## config.mk

```make
export PLATFORM = sky130hd
export DESIGN_NAME = smc_top
export DESIGN_NICKNAME = d
export VERILOG_FILES = /design/src/core/smc_pkg.sv /design/src/core/smc_top.sv /design/src/core/smc_sync.sv /design/src/core/smc_hyst.sv
export SDC_FILE = /design/constraint.sdc
export NUM_CORES = 1
export LEC_CHECK = 0
export BUFFER_PORTS_ARGS = -buffer_cell sky130_fd_sc_hd__buf_2
export CORE_MARGIN = 1
export CORE_UTILIZATION = 30
export CTS_BUF_LIST = sky130_fd_sc_hd__clkbuf_4 sky130_fd_sc_hd__clkbuf_8
export DETAILED_ROUTE_END_ITERATION = 16
export PLACE_DENSITY = 0.59
export REMOVE_ABC_BUFFERS = 1
export SETUP_SLACK_MARGIN = 0.3
export SLEW_MARGIN = 20
export SYNTH_ARGS = -nofsm -noshare
export SYNTH_HDL_FRONTEND = slang
export SYNTH_SLANG_ARGS = --single-unit
```

## constraint.sdc

```tcl
create_clock -name i_clock -period 1.55 [get_ports i_clock]
set_input_delay 0.31 -clock i_clock [delete_from_list [all_inputs] [get_ports i_clock]]
set_output_delay 0.31 -clock i_clock [all_outputs]
set_load 0.1 [all_outputs]
```

## src/core/smc_pkg.sv

```systemverilog
// shared constants for the supply monitor control block
package smc_pkg;
  // register port
  localparam int          ADDR_W          = 2;
  localparam logic [1:0]  OFF_STATUS      = 2'h0;
  localparam logic [1:0]  OFF_CONFIG_ONE  = 2'h1;
  localparam logic [1:0]  OFF_CONFIG_TWO  = 2'h2;
  // status register fields
  localparam int          BIT_LOW_FLAG    = 7;
  localparam int          BIT_IRQ_FLAG    = 6;
  localparam int          BIT_IRQ_ENABLE  = 1;
  localparam int          BIT_IRQ_ACK     = 0;
  // config word one fields
  localparam int          BIT_STOP_EN     = 2;
  localparam int          BIT_RST_DIS     = 1;
  localparam int          BIT_PWR_DIS     = 0;
  // config word two fields
  localparam int          BIT_RANGE_LO    = 0;
  // reset values
  localparam logic [7:0]  RST_STATUS      = 8'h00;
  localparam logic [7:0]  RST_CONFIG_ONE  = 8'h03;
  localparam logic [1:0]  RST_RANGE       = 2'h0;
  // trip range encodings
  localparam logic [1:0]  RANGE_5V        = 2'h0;
  localparam logic [1:0]  RANGE_3V3       = 2'h1;
endpackage : smc_pkg

```

## src/core/smc_top.sv

```systemverilog
// supply monitor control: register port, reset request and interrupt
//
// Behaviour
// - monitor inactive after reset until enabled
// - clearing power disable starts comparator tracking
// - reset disable clear: low supply requests reset
// - stop enable keeps monitor running in stop
// - two-bit field selects 5V or 3.3V range
// - held reset releases above rising trip or when the monitor goes inactive
// - held reset also drives reset pin low
// - flag: set below fall, clear above rise
// - flag read-only, cleared by reset
// - flag toggle sets irq flag; enable gates request
// - writing one to ack clears irq flag
// - reset wins over interrupt, clears enable
// - irq enable read/write, cleared by reset
// - irq flag read-only, cleared by reset
// - ack bit write-only, reads zero
// - in wait monitor active, can wake
// - in stop active only with stop enable
`timescale 1ns/1ns
`default_nettype none
module smc_top (
  // clock and reset
  input  wire logic       i_clock,
  input  wire logic       i_rst_n,
  // register port
  input  wire logic [1:0] i_addr,
  input  wire logic [7:0] i_wdata,
  input  wire logic       i_wr,
  input  wire logic       i_rd,
  output var  logic [7:0] o_rdata,
  // analog comparator, asynchronous levels
  input  wire logic       i_cmp_below_fall,
  input  wire logic       i_cmp_above_rise,
  // low-power mode status from the core
  input  wire logic       i_wait_mode,
  input  wire logic       i_stop_mode,
  // comparator controls
  output logic            o_cmp_enable,
  output logic [1:0]      o_trip_range_select,
  // system side
  output logic            o_reset_req,
  output logic            o_rst_pin_n_out,
  output logic            o_rst_pin_oe,
  output logic            o_irq,
  output logic            o_wakeup
);
  logic       monitor_power_disable;
  logic       monitor_reset_disable;
  logic       monitor_stop_enable;
  logic [1:0] trip_range_select;
  logic       supply_irq_enable;
  logic       supply_irq_flag;
  logic       supply_low_flag;
  logic       low_toggle;
  logic       reset_held;
  logic       below_sync;
  logic       above_sync;
  logic       monitor_active;
  logic       ack_write;
  logic       reset_trip;
  logic       status_write;
  logic [1:0] cmp_async;
  logic [1:0] cmp_sync;

  // one decode shared by every register write strobe
  function automatic logic reg_hit(
    input logic       strobe,
    input logic [1:0] addr,
    input logic [1:0] offset
  );
    return strobe && (addr == offset);
  endfunction : reg_hit

  // config words
  always_ff @(posedge i_clock or negedge i_rst_n) begin
    if (!i_rst_n) begin
      monitor_power_disable <= smc_pkg::RST_CONFIG_ONE[smc_pkg::BIT_PWR_DIS];
      monitor_reset_disable <= smc_pkg::RST_CONFIG_ONE[smc_pkg::BIT_RST_DIS];
      monitor_stop_enable   <= smc_pkg::RST_CONFIG_ONE[smc_pkg::BIT_STOP_EN];
    end else if (reg_hit(i_wr, i_addr, smc_pkg::OFF_CONFIG_ONE)) begin
      monitor_power_disable <= i_wdata[smc_pkg::BIT_PWR_DIS];
      monitor_reset_disable <= i_wdata[smc_pkg::BIT_RST_DIS];
      monitor_stop_enable   <= i_wdata[smc_pkg::BIT_STOP_EN];
    end
  end

  always_ff @(posedge i_clock or negedge i_rst_n) begin
    if (!i_rst_n) begin
      trip_range_select <= smc_pkg::RST_RANGE;
    end else if (reg_hit(i_wr, i_addr, smc_pkg::OFF_CONFIG_TWO)) begin
      trip_range_select <= i_wdata[smc_pkg::BIT_RANGE_LO +: 2];
    end
  end

  // monitor runs in run and wait; in stop only with stop enable
  assign monitor_active = !monitor_power_disable && (!i_stop_mode || monitor_stop_enable);
  assign o_cmp_enable        = monitor_active;
  assign o_trip_range_select = trip_range_select;

  assign cmp_async = {i_cmp_above_rise, i_cmp_below_fall};

  // one synchroniser per comparator level
  for (genvar g = 0; g < 2; g++) begin : g_cmp_sync
    smc_sync #(.RESET_VAL(1'b0)) u_sync (
      .i_clock (i_clock),
      .i_rst_n (i_rst_n),
      .i_async (cmp_async[g]),
      .o_level (cmp_sync[g])
    );
  end

  assign below_sync = cmp_sync[0];
  assign above_sync = cmp_sync[1];

  smc_hyst u_hyst (
    .i_clock      (i_clock),
    .i_rst_n      (i_rst_n),
    .i_enable     (monitor_active),
    .i_below_fall (below_sync),
    .i_above_rise (above_sync),
    .o_low        (supply_low_flag),
    .o_toggle     (low_toggle)
  );

  // held reset: set on low with resets enabled, released above rising trip
  assign reset_trip = monitor_active && !monitor_reset_disable && below_sync;
  always_ff @(posedge i_clock or negedge i_rst_n) begin
    if (!i_rst_n) begin
      reset_held <= 1'b0;
    end else if (reset_trip) begin
      reset_held <= 1'b1;
    end else if (above_sync || !monitor_active) begin
      reset_held <= 1'b0;
    end
  end

  assign o_reset_req     = reset_held;
  assign o_rst_pin_n_out = 1'b0;
  assign o_rst_pin_oe    = reset_held;

  assign status_write = reg_hit(i_wr, i_addr, smc_pkg::OFF_STATUS);
  assign ack_write    = status_write && i_wdata[smc_pkg::BIT_IRQ_ACK];

  // interrupt flag: toggle sets, ack clears, set wins
  always_ff @(posedge i_clock or negedge i_rst_n) begin
    if (!i_rst_n) begin
      supply_irq_flag <= 1'b0;
    end else if (low_toggle) begin
      supply_irq_flag <= 1'b1;
    end else if (ack_write) begin
      supply_irq_flag <= 1'b0;
    end
  end

  // the trip itself clears the enable, so the enable is gone when the reset appears
  always_ff @(posedge i_clock or negedge i_rst_n) begin
    if (!i_rst_n) begin
      supply_irq_enable <= 1'b0;
    end else if (reset_held || reset_trip) begin
      supply_irq_enable <= 1'b0;
    end else if (status_write) begin
      supply_irq_enable <= i_wdata[smc_pkg::BIT_IRQ_ENABLE];
    end
  end

  assign o_irq    = supply_irq_flag && supply_irq_enable && !reset_held;
  assign o_wakeup = o_irq || reset_held;

  // read data one cycle after the strobe, zero otherwise
  always_ff @(posedge i_clock or negedge i_rst_n) begin
    if (!i_rst_n) begin
      o_rdata <= 8'h00;
    end else if (i_rd) begin
      unique case (i_addr)
        smc_pkg::OFF_STATUS: begin
          o_rdata <= {supply_low_flag, supply_irq_flag, 4'h0, supply_irq_enable, 1'b0};
        end
        smc_pkg::OFF_CONFIG_ONE: begin
          o_rdata <= {5'h00, monitor_stop_enable, monitor_reset_disable, monitor_power_disable};
        end
        smc_pkg::OFF_CONFIG_TWO: begin
          o_rdata <= {6'h00, trip_range_select};
        end
        default: begin
          o_rdata <= 8'h00;
        end
      endcase
    end else begin
      o_rdata <= 8'h00;
    end
  end

  // assertions
  property p_irq_set;
    @(posedge i_clock) disable iff (!i_rst_n) low_toggle |=> supply_irq_flag;
  endproperty
  a_irq_set: assert property (p_irq_set) else $error("irq flag not set on toggle");

  property p_ack_clear;
    @(posedge i_clock) disable iff (!i_rst_n) (ack_write && !low_toggle) |=> !supply_irq_flag;
  endproperty
  a_ack_clear: assert property (p_ack_clear) else $error("ack did not clear flag");

  property p_reset_pin;
    @(posedge i_clock) disable iff (!i_rst_n) o_reset_req |-> o_rst_pin_oe && !o_rst_pin_n_out;
  endproperty
  a_reset_pin: assert property (p_reset_pin) else $error("reset pin not driven low");

  property p_reset_hold;
    @(posedge i_clock) disable iff (!i_rst_n)
      (reset_held && monitor_active && !above_sync) |=> reset_held;
  endproperty
  a_reset_hold: assert property (p_reset_hold) else $error("reset released early");

  property p_reset_trip;
    @(posedge i_clock) disable iff (!i_rst_n)
      (monitor_active && !monitor_reset_disable && below_sync) |=> o_reset_req ##0 !supply_irq_enable;
  endproperty
  a_reset_trip: assert property (p_reset_trip) else $error("no reset on low supply");

  property p_no_irq_in_reset;
    @(posedge i_clock) disable iff (!i_rst_n) reset_held |-> !o_irq;
  endproperty
  a_no_irq_in_reset: assert property (p_no_irq_in_reset) else $error("irq during reset");

  property p_ack_reads_zero;
    @(posedge i_clock) disable iff (!i_rst_n)
      (i_rd && i_addr == smc_pkg::OFF_STATUS) |=> !o_rdata[smc_pkg::BIT_IRQ_ACK];
  endproperty
  a_ack_reads_zero: assert property (p_ack_reads_zero) else $error("ack bit read nonzero");

  property p_flag_low;
    @(posedge i_clock) disable iff (!i_rst_n) (monitor_active && below_sync) |=> supply_low_flag;
  endproperty
  a_flag_low: assert property (p_flag_low) else $error("low flag not set");

  property p_flag_hold;
    @(posedge i_clock) disable iff (!i_rst_n)
      (!below_sync && !above_sync) |=> $stable(supply_low_flag);
  endproperty
  a_flag_hold: assert property (p_flag_hold) else $error("low flag moved between trips");

  property p_stop_idle;
    @(posedge i_clock) disable iff (!i_rst_n) (i_stop_mode && !monitor_stop_enable) |-> !o_cmp_enable;
  endproperty
  a_stop_idle: assert property (p_stop_idle) else $error("monitor active in stop");

  property p_power_off;
    @(posedge i_clock) disable iff (!i_rst_n)
      monitor_power_disable |-> !o_cmp_enable;
  endproperty
  a_power_off: assert property (p_power_off) else $error("comparator enabled while powered down");

  property p_power_on;
    @(posedge i_clock) disable iff (!i_rst_n)
      (!monitor_power_disable && !i_stop_mode) |-> o_cmp_enable;
  endproperty
  a_power_on: assert property (p_power_on) else $error("comparator not enabled");

  property p_wait_active;
    @(posedge i_clock) disable iff (!i_rst_n)
      (i_wait_mode && !i_stop_mode && !monitor_power_disable) |-> o_cmp_enable;
  endproperty
  a_wait_active: assert property (p_wait_active) else $error("monitor idle in wait");

  property p_stop_active;
    @(posedge i_clock) disable iff (!i_rst_n)
      (i_stop_mode && monitor_stop_enable && !monitor_power_disable) |-> o_cmp_enable;
  endproperty
  a_stop_active: assert property (p_stop_active) else $error("monitor idle in enabled stop");

  property p_flag_frozen;
    @(posedge i_clock) disable iff (!i_rst_n)
      !monitor_active |=> $stable(supply_low_flag);
  endproperty
  a_flag_frozen: assert property (p_flag_frozen) else $error("low flag moved while monitor off");

  property p_flag_clear;
    @(posedge i_clock) disable iff (!i_rst_n)
      (monitor_active && above_sync && !below_sync) |=> !supply_low_flag;
  endproperty
  a_flag_clear: assert property (p_flag_clear) else $error("low flag not cleared above rise");

  property p_irq_hold;
    @(posedge i_clock) disable iff (!i_rst_n)
      (!low_toggle && !ack_write) |=> $stable(supply_irq_flag);
  endproperty
  a_irq_hold: assert property (p_irq_hold) else $error("irq flag moved without toggle or ack");

  property p_ack_zero_kept;
    @(posedge i_clock) disable iff (!i_rst_n)
      (status_write && !i_wdata[smc_pkg::BIT_IRQ_ACK] && supply_irq_flag) |=> supply_irq_flag;
  endproperty
  a_ack_zero_kept: assert property (p_ack_zero_kept) else $error("ack zero cleared flag");

  property p_irq_raise;
    @(posedge i_clock) disable iff (!i_rst_n)
      (supply_irq_flag && supply_irq_enable && !reset_held) |-> o_irq;
  endproperty
  a_irq_raise: assert property (p_irq_raise) else $error("irq request missing");

  property p_irq_gate;
    @(posedge i_clock) disable iff (!i_rst_n)
      !supply_irq_enable |-> !o_irq;
  endproperty
  a_irq_gate: assert property (p_irq_gate) else $error("irq request while disabled");

  property p_enable_set;
    @(posedge i_clock) disable iff (!i_rst_n)
      (status_write && i_wdata[smc_pkg::BIT_IRQ_ENABLE] && !reset_held && !reset_trip) |=> supply_irq_enable;
  endproperty
  a_enable_set: assert property (p_enable_set) else $error("irq enable not written");

  property p_enable_cleared;
    @(posedge i_clock) disable iff (!i_rst_n)
      reset_held |=> !supply_irq_enable;
  endproperty
  a_enable_cleared: assert property (p_enable_cleared) else $error("irq enable kept during reset");

  property p_no_reset_disabled;
    @(posedge i_clock) disable iff (!i_rst_n)
      (monitor_reset_disable && !reset_held) |=> !o_reset_req;
  endproperty
  a_no_reset_disabled: assert property (p_no_reset_disabled) else $error("reset while resets disabled");

  property p_reset_release;
    @(posedge i_clock) disable iff (!i_rst_n)
      (reset_held && above_sync && !below_sync) |=> !o_reset_req;
  endproperty
  a_reset_release: assert property (p_reset_release) else $error("reset kept above rise");

  property p_pin_idle;
    @(posedge i_clock) disable iff (!i_rst_n)
      !o_reset_req |-> !o_rst_pin_oe;
  endproperty
  a_pin_idle: assert property (p_pin_idle) else $error("reset pin driven without reset");

  property p_status_read;
    @(posedge i_clock) disable iff (!i_rst_n)
      (i_rd && i_addr == smc_pkg::OFF_STATUS) |=> o_rdata[smc_pkg::BIT_LOW_FLAG] == $past(supply_low_flag);
  endproperty
  a_status_read: assert property (p_status_read) else $error("low flag read wrong");

  property p_wake;
    @(posedge i_clock) disable iff (!i_rst_n)
      (o_irq || o_reset_req) |-> o_wakeup;
  endproperty
  a_wake: assert property (p_wake) else $error("no wakeup on request");
endmodule : smc_top
`default_nettype wire

```

## src/core/smc_sync.sv

```systemverilog
// three-stage synchroniser with agreement filter for one level
`timescale 1ns/1ns
`default_nettype none
module smc_sync #(
  parameter logic RESET_VAL = 1'b0
) (
  // clock and reset
  input  wire logic i_clock,
  input  wire logic i_rst_n,
  // level
  input  wire logic i_async,
  output var  logic o_level
);
  logic s1;
  logic s2;
  logic s3;

  always_ff @(posedge i_clock or negedge i_rst_n) begin
    if (!i_rst_n) begin
      s1 <= RESET_VAL;
      s2 <= RESET_VAL;
      s3 <= RESET_VAL;
    end else begin
      s1 <= i_async;
      s2 <= s1;
      s3 <= s2;
    end
  end

  // output moves only when stages two and three agree
  always_ff @(posedge i_clock or negedge i_rst_n) begin
    if (!i_rst_n) begin
      o_level <= RESET_VAL;
    end else if (s2 == s3) begin
      o_level <= s3;
    end
  end
endmodule : smc_sync
`default_nettype wire

```

## src/core/smc_hyst.sv

```systemverilog
// hysteretic supply-low flag with toggle detect
`timescale 1ns/1ns
`default_nettype none
module smc_hyst (
  // clock and reset
  input  wire logic i_clock,
  input  wire logic i_rst_n,
  // monitor enable and synchronised comparator levels
  input  wire logic i_enable,
  input  wire logic i_below_fall,
  input  wire logic i_above_rise,
  // flag and change pulse
  output var  logic o_low,
  output logic      o_toggle
);
  logic next_low;

  always_comb begin
    next_low = o_low;
    if (i_enable && i_below_fall) begin
      next_low = 1'b1;
    end else if (i_enable && i_above_rise) begin
      next_low = 1'b0;
    end
  end

  always_ff @(posedge i_clock or negedge i_rst_n) begin
    if (!i_rst_n) begin
      o_low <= 1'b0;
    end else begin
      o_low <= next_low;
    end
  end

  assign o_toggle = next_low != o_low;
endmodule : smc_hyst
`default_nettype wire

```

After elaboration in Yosys (flattened, before gate mapping) --
Cells that the tools add are included.
Word-level totals: register bits after elaboration 25, bits of input ports 18
Operators by class: equality and inequality tests 5, multiplexer cells 10, reduce and logical (&&, ||, !) cells 24
Operators by type and width (number):
- $pmux W8 S3 | 1
- $logic_and A1 B1 Y1 | 11
- $mux W1 | 8
- $mux W8 | 1
- $reduce_bool A2 Y1 | 3
- $logic_not A1 Y1 | 5
- $logic_or A1 B1 Y1 | 4
- $eq A1 B1 Y1 | 2
- $eq A2 B1 Y1 const B | 1
- $eq A2 B2 Y1 const B | 1
- $logic_not A2 Y1 | 1
- $ne A1 B1 Y1 | 1

Longest topological paths before layout --
depth in word-level cells 8, gate-level depth with buffers 3

Cells and area by module --
A second synthesis with hierarchy kept.
Unflattened totals: cell total of the unflattened synthesis 68, area, all modules 874.6 um2
Modules (own cells, without submodules):
- smc_top | times used 1, cells an instance 52, area each 596.8 um2
- smc_sync | times used 2, cells an instance 5, area each 111.4 um2
- smc_hyst | times used 1, cells an instance 6, area each 55.1 um2

Least setup slack after synthesis --
No wires, ideal clock.
kind register to output, start point register reset_held (netlist: o_reset_req), end point output port o_irq, arrival time 2.185 ns, data required time 1.240 ns, path slack -0.945 ns, stages on the path, launching flop included 2, cells stage by stage dfrtp_1 > nor2_1
On the way: cells in the longest elaborated chain, start to end 2
RTL lines:
- start: declaration | line smc_top.sv:57 | logic reset_held;
- start signal: assignment | line smc_top.sv:131 | reset_held <= 1'b0;
- start signal: assignment | line smc_top.sv:133 | reset_held <= 1'b1;
- start signal: assignment | line smc_top.sv:135 | reset_held <= 1'b0;
- $logic_not A1 Y1 | line smc_top.sv:168 | assign o_irq = supply_irq_flag && supply_irq_enable && !reset_held;
- $logic_and A1 B1 Y1 | line smc_top.sv:168
- end: declaration | line smc_top.sv:46 | output logic o_irq,
No other way between the ends.

Final worst setup path --
start point register reset_held (netlist: o_reset_req), end point output port o_wakeup
On the way: cells in the longest elaborated chain, start to end 3
RTL lines:
- $logic_not A1 Y1 | line smc_top.sv:168
- $logic_and A1 B1 Y1 | line smc_top.sv:168
- $logic_or A1 B1 Y1 * | line smc_top.sv:169 | assign o_wakeup = o_irq || reset_held;
- end: declaration | line smc_top.sv:47 | output logic o_wakeup
Every way passes the cells marked *; elsewhere a longest branch is shown, timed or not.

==> reports/results.md <==
| Group | Metric | Reported |
|---|---|---|
| clock tree | Largest buffer count on any clock path | 2 |
| worst setup path | Critical path type | register to primary output |
| route | Metal2 WL | 714 microns |
| grt | Wire length of the first global-routing pass | 2.670 mm |
| die | Number of ports placed on the die boundary | 34 |
| route | Count of TritonRoute iterations in the first routing pass | 4 |
| yosys | Yosys top cell area share | 0.5690 |
| finish | # fillers | 258 |
| power and ir drop | Power Density | 1455 nW/um^2 |
| die | Die span in y | 56.15 microns |
| sta | Final setup violation count | 0 |
| worst setup path | Master of the slowest instance on the critical path | dfrtp_2 |
| route | Via density per instance | 4.446 |
| worst setup path | Cell breakdown of the critical path | nand2b_1 > buf_12 |
| route | Number of vias in the routed layout | 578 |
| worst setup path | Crit path launch type | register |
| finish | Sequential standard cell area | 554.3 sq um |
| sta | Final clock period utilization by the worst path | 0.9349 |
| sta | Upper clock frequency limit | 690.1 MHz |
| status | Outcome | finished, final reports clean |
| die | Effective utilization at floorplan | 0.3190 |
| route | Total length of routed met3 wires | 106 microns |
| yosys | #FFs+latches synth | 22 |
| worst setup path | Maximum fanout count along the critical path | 5 |
| clock tree | CTS root buf | clkbuf_4 |
| route | Count of routing violations after the opening detailed-route iteration | 6 |
| placed design | Half-perimeter wire length after placement | 1.123 mm |
| clock tree | H-tree depth reported by CTS | 1 |
| finish | Antenna diode instance count | 0 |
| grt | GRT Residual Overflow | 0 |
| clock tree | Clock edge transition at the registers on the reported setup and hold paths | 120 ps |
| clock tree | TritonCTS clock tree | done |
| die | Full die area | 3152 sq um |
| clock tree | CTS buffer count | 3 |
| worst setup path | WP data arrival | 1140 ps |
| flow run | Maxcap violations | 0 |
| die | Horizontal die dimension | 56.15 microns |
| worst setup path | Stage delay of the slowest cell on the critical path | 470 ps |
| worst setup path | Startpoint of the lowest-slack register-to-register path | monitor_power_disable |
| finish | Share of post-route cells with drive strength above 1 | 0.4949 |
| worst setup path | Combined buffer and inverter count along the critical path | 1 |
| die | Num rows | 19 |
| die | Core area | 2758 sq um |
| power and ir drop | Static Leak | 0.5974 nW |
| power and ir drop | Largest voltage drop on the vdd net | 1066 uV |
| grt | Vias in the first global route | 576 |
| placed design | Final weighted congestion of routability-driven global placement | 0.8182 |
| yosys | Sequential-to-total area share from yosys stat | 0.6287 |
| grt | Antenna violations before repair | 0 |
| worst setup path | Kind of cell adding the most delay to the critical path | flip-flops |
| finish | Most common library cell in the layout ignoring fill and taps | dfrtp_1 |
| yosys | Cell Area, Synth | 879.6 sq um |
| yosys | Yosys warns | 0 |
| clock tree | Clock latency on the worst-skew pair | 300 ps |
| worst setup path | CP Capture Type | primary output |
| sta | Worst Skew | 0.8711 ps |
| finish | NumNets Final | 118 |
| finish | Multi-input gate area | 310.3 sq um |
| sta | Final worst path period need | 1449 ps |
| finish | Area growth from synthesis to layout | 41.96% |
| worst setup path | CP startpoint | o_reset_req |
| hold path | Hold path startpoint | i_cmp_below_fall |
| finish | Share of the core filled with cells | 0.4528 |
| finish | Commonest non-fill, non-tap cells in the layout | dfrtp_1 (19), buf_2 (11), buf_6 (6), buf_12 (6), buf_4 (6) |
| sta | RSZ-0062 raised after global routing | yes |
| route | Aggregate routed wire length | 1.541 mm |
| grt | Overall track demand over capacity in global routing | 0.1112 |
| yosys | Mapped Avg Cell Area | 13.13 sq um |
| worst setup path | Reg2reg setup slack | 450 ps |
| yosys | Biggest area contributors in the synthesized netlist | dfrtp_1 (57%), mux2_2 (6.4%), dfstp_2 (6.0%) |
| placed design | Port bufs | 23 |
| worst setup path | Data required time of the critical path | 1240 ps |
| sta | Total negative setup slack | 0 ps |
| sta | Final hold violation count | 0 |
| yosys | Post-Syn Instances | 67 |
| route | Metal-1 WL | 721 microns |
| hold path | Hold Crit Class | input port to register |
| clock tree | Sink count of the clock tree | 22 |
| route | Remaining number of nets flagged by the antenna check after routing | 0 |
| yosys | Count of unique library cells instantiated by Yosys | 23 |
| route | Routed wire length per instance | 11.85 microns |
| route | Number of design rule violations left after detail routing | 0 |
| yosys | Most area-hungry cell type in the Yosys netlist | dfrtp_1 |
| route | Top routing layer in use | met3 |
| sta | Number of slew-limit violations in the final report | 0 |
| grt | Pin count of the biggest net entering global routing | 23 |
repair_timing:
item / in CTS / in global routing
hold buffers: 1 / 0
setup buffers: 5 / 0
resized for setup: 24 / 7
hold endpoints to repair: 20 / 0
pin swaps: 0 / 2
setup endpoints to repair: 12 / 11
registers in the layout, summed over array words and instances, names as in the netlist, 2 cells and up:
signal,flops
o_trip_range_select,2
g_cmp_sync.u_sync.s1,2
g_cmp_sync.u_sync.s2,2
g_cmp_sync.u_sync.o_level,2
o_rdata,5
g_cmp_sync.u_sync.s3,2
synthesized netlist by cell type:
master and n:
a211o_1 1, buf_4 5, or2_0 1, a21boi_0 1, dfstp_2 2, and3_2 1, nand2b_1 1, nor3b_2 1
a21oi_1 1, conb_1 1, nor2b_1 2, a22o_1 2, a22oi_1 2, mux2_2 5, nand2_1 6, and3_1 2
inv_1 3, dfrtp_1 20, a311oi_1 1, maj3_1 2, mux2i_1 3, and2b_2 2, nor2_1 2
per-layer routing:
metal	vias to the layer above	track usage
met5	-	0
met4	0	0.04181
met3	0	0.02791
met2	22	0.1752
met1	273	0.1478
li1	283	-
through the flow:
stage                     power [W]  cell area [sq um]  setup slack (ps)  cells  hold WS, ps
after global placement     0.001381               1060             285.7    120        281.7
final                      0.001817               1249             100.9    130        104.3
after detailed placement   0.001390               1060             285.8    120        291.7
after global routing       0.001901               1249             52.24    130        85.42
after floorplan            0.001204              853.3             -1446     65        14.41
after CTS                  0.001812               1225             113.5    130        99.10
final cells by class:
type | count | share of cell area
inverter | 3 | 0.009018
clock buffer | 4 | 0.02906
tap | 31 | 0.03106
multi-input combinational | 40 | 0.2485
timing repair buffer | 30 | 0.2385
sequential | 22 | 0.4439
logic make-up (layout without fill, tap and decap cells):
group | count (synthesis) | count (layout) | synth area share
buf+inv | 8 | 37 | 0.05548
fa+ha+maj | 2 | 2 | 0.02276
other cells | 1 | 4 | 0.004263
compound gates | 8 | 8 | 0.07112
mux | 8 | 8 | 0.09815
simple gates | 18 | 18 | 0.1195
flops | 22 | 22 | 0.6287
power breakdown:
| part | leakage, nW | switching, W | internal [W] |
|---|---|---|---|
| logic | 0.311 | 0.000500 | 0.000273 |
| clock network | 0.0210 | 0.000168 | 0.000143 |
| registers | 0.265 | 0.0000739 | 0.000659 |
path summary, 6_finish.rpt:
kind,end,cells past startpoint
setup / recovery,o_wakeup,2
hold / removal,g_cmp_sync[0].u_sync.s1,1
setup reg to reg,supply_irq_enable,3
hold reg to reg,g_cmp_sync[0].u_sync.s2,0
max in group asynchronous,monitor_power_disable,2
min in group asynchronous,g_cmp_sync[0].u_sync.s3,2
(Power assumes the default switching activity.)
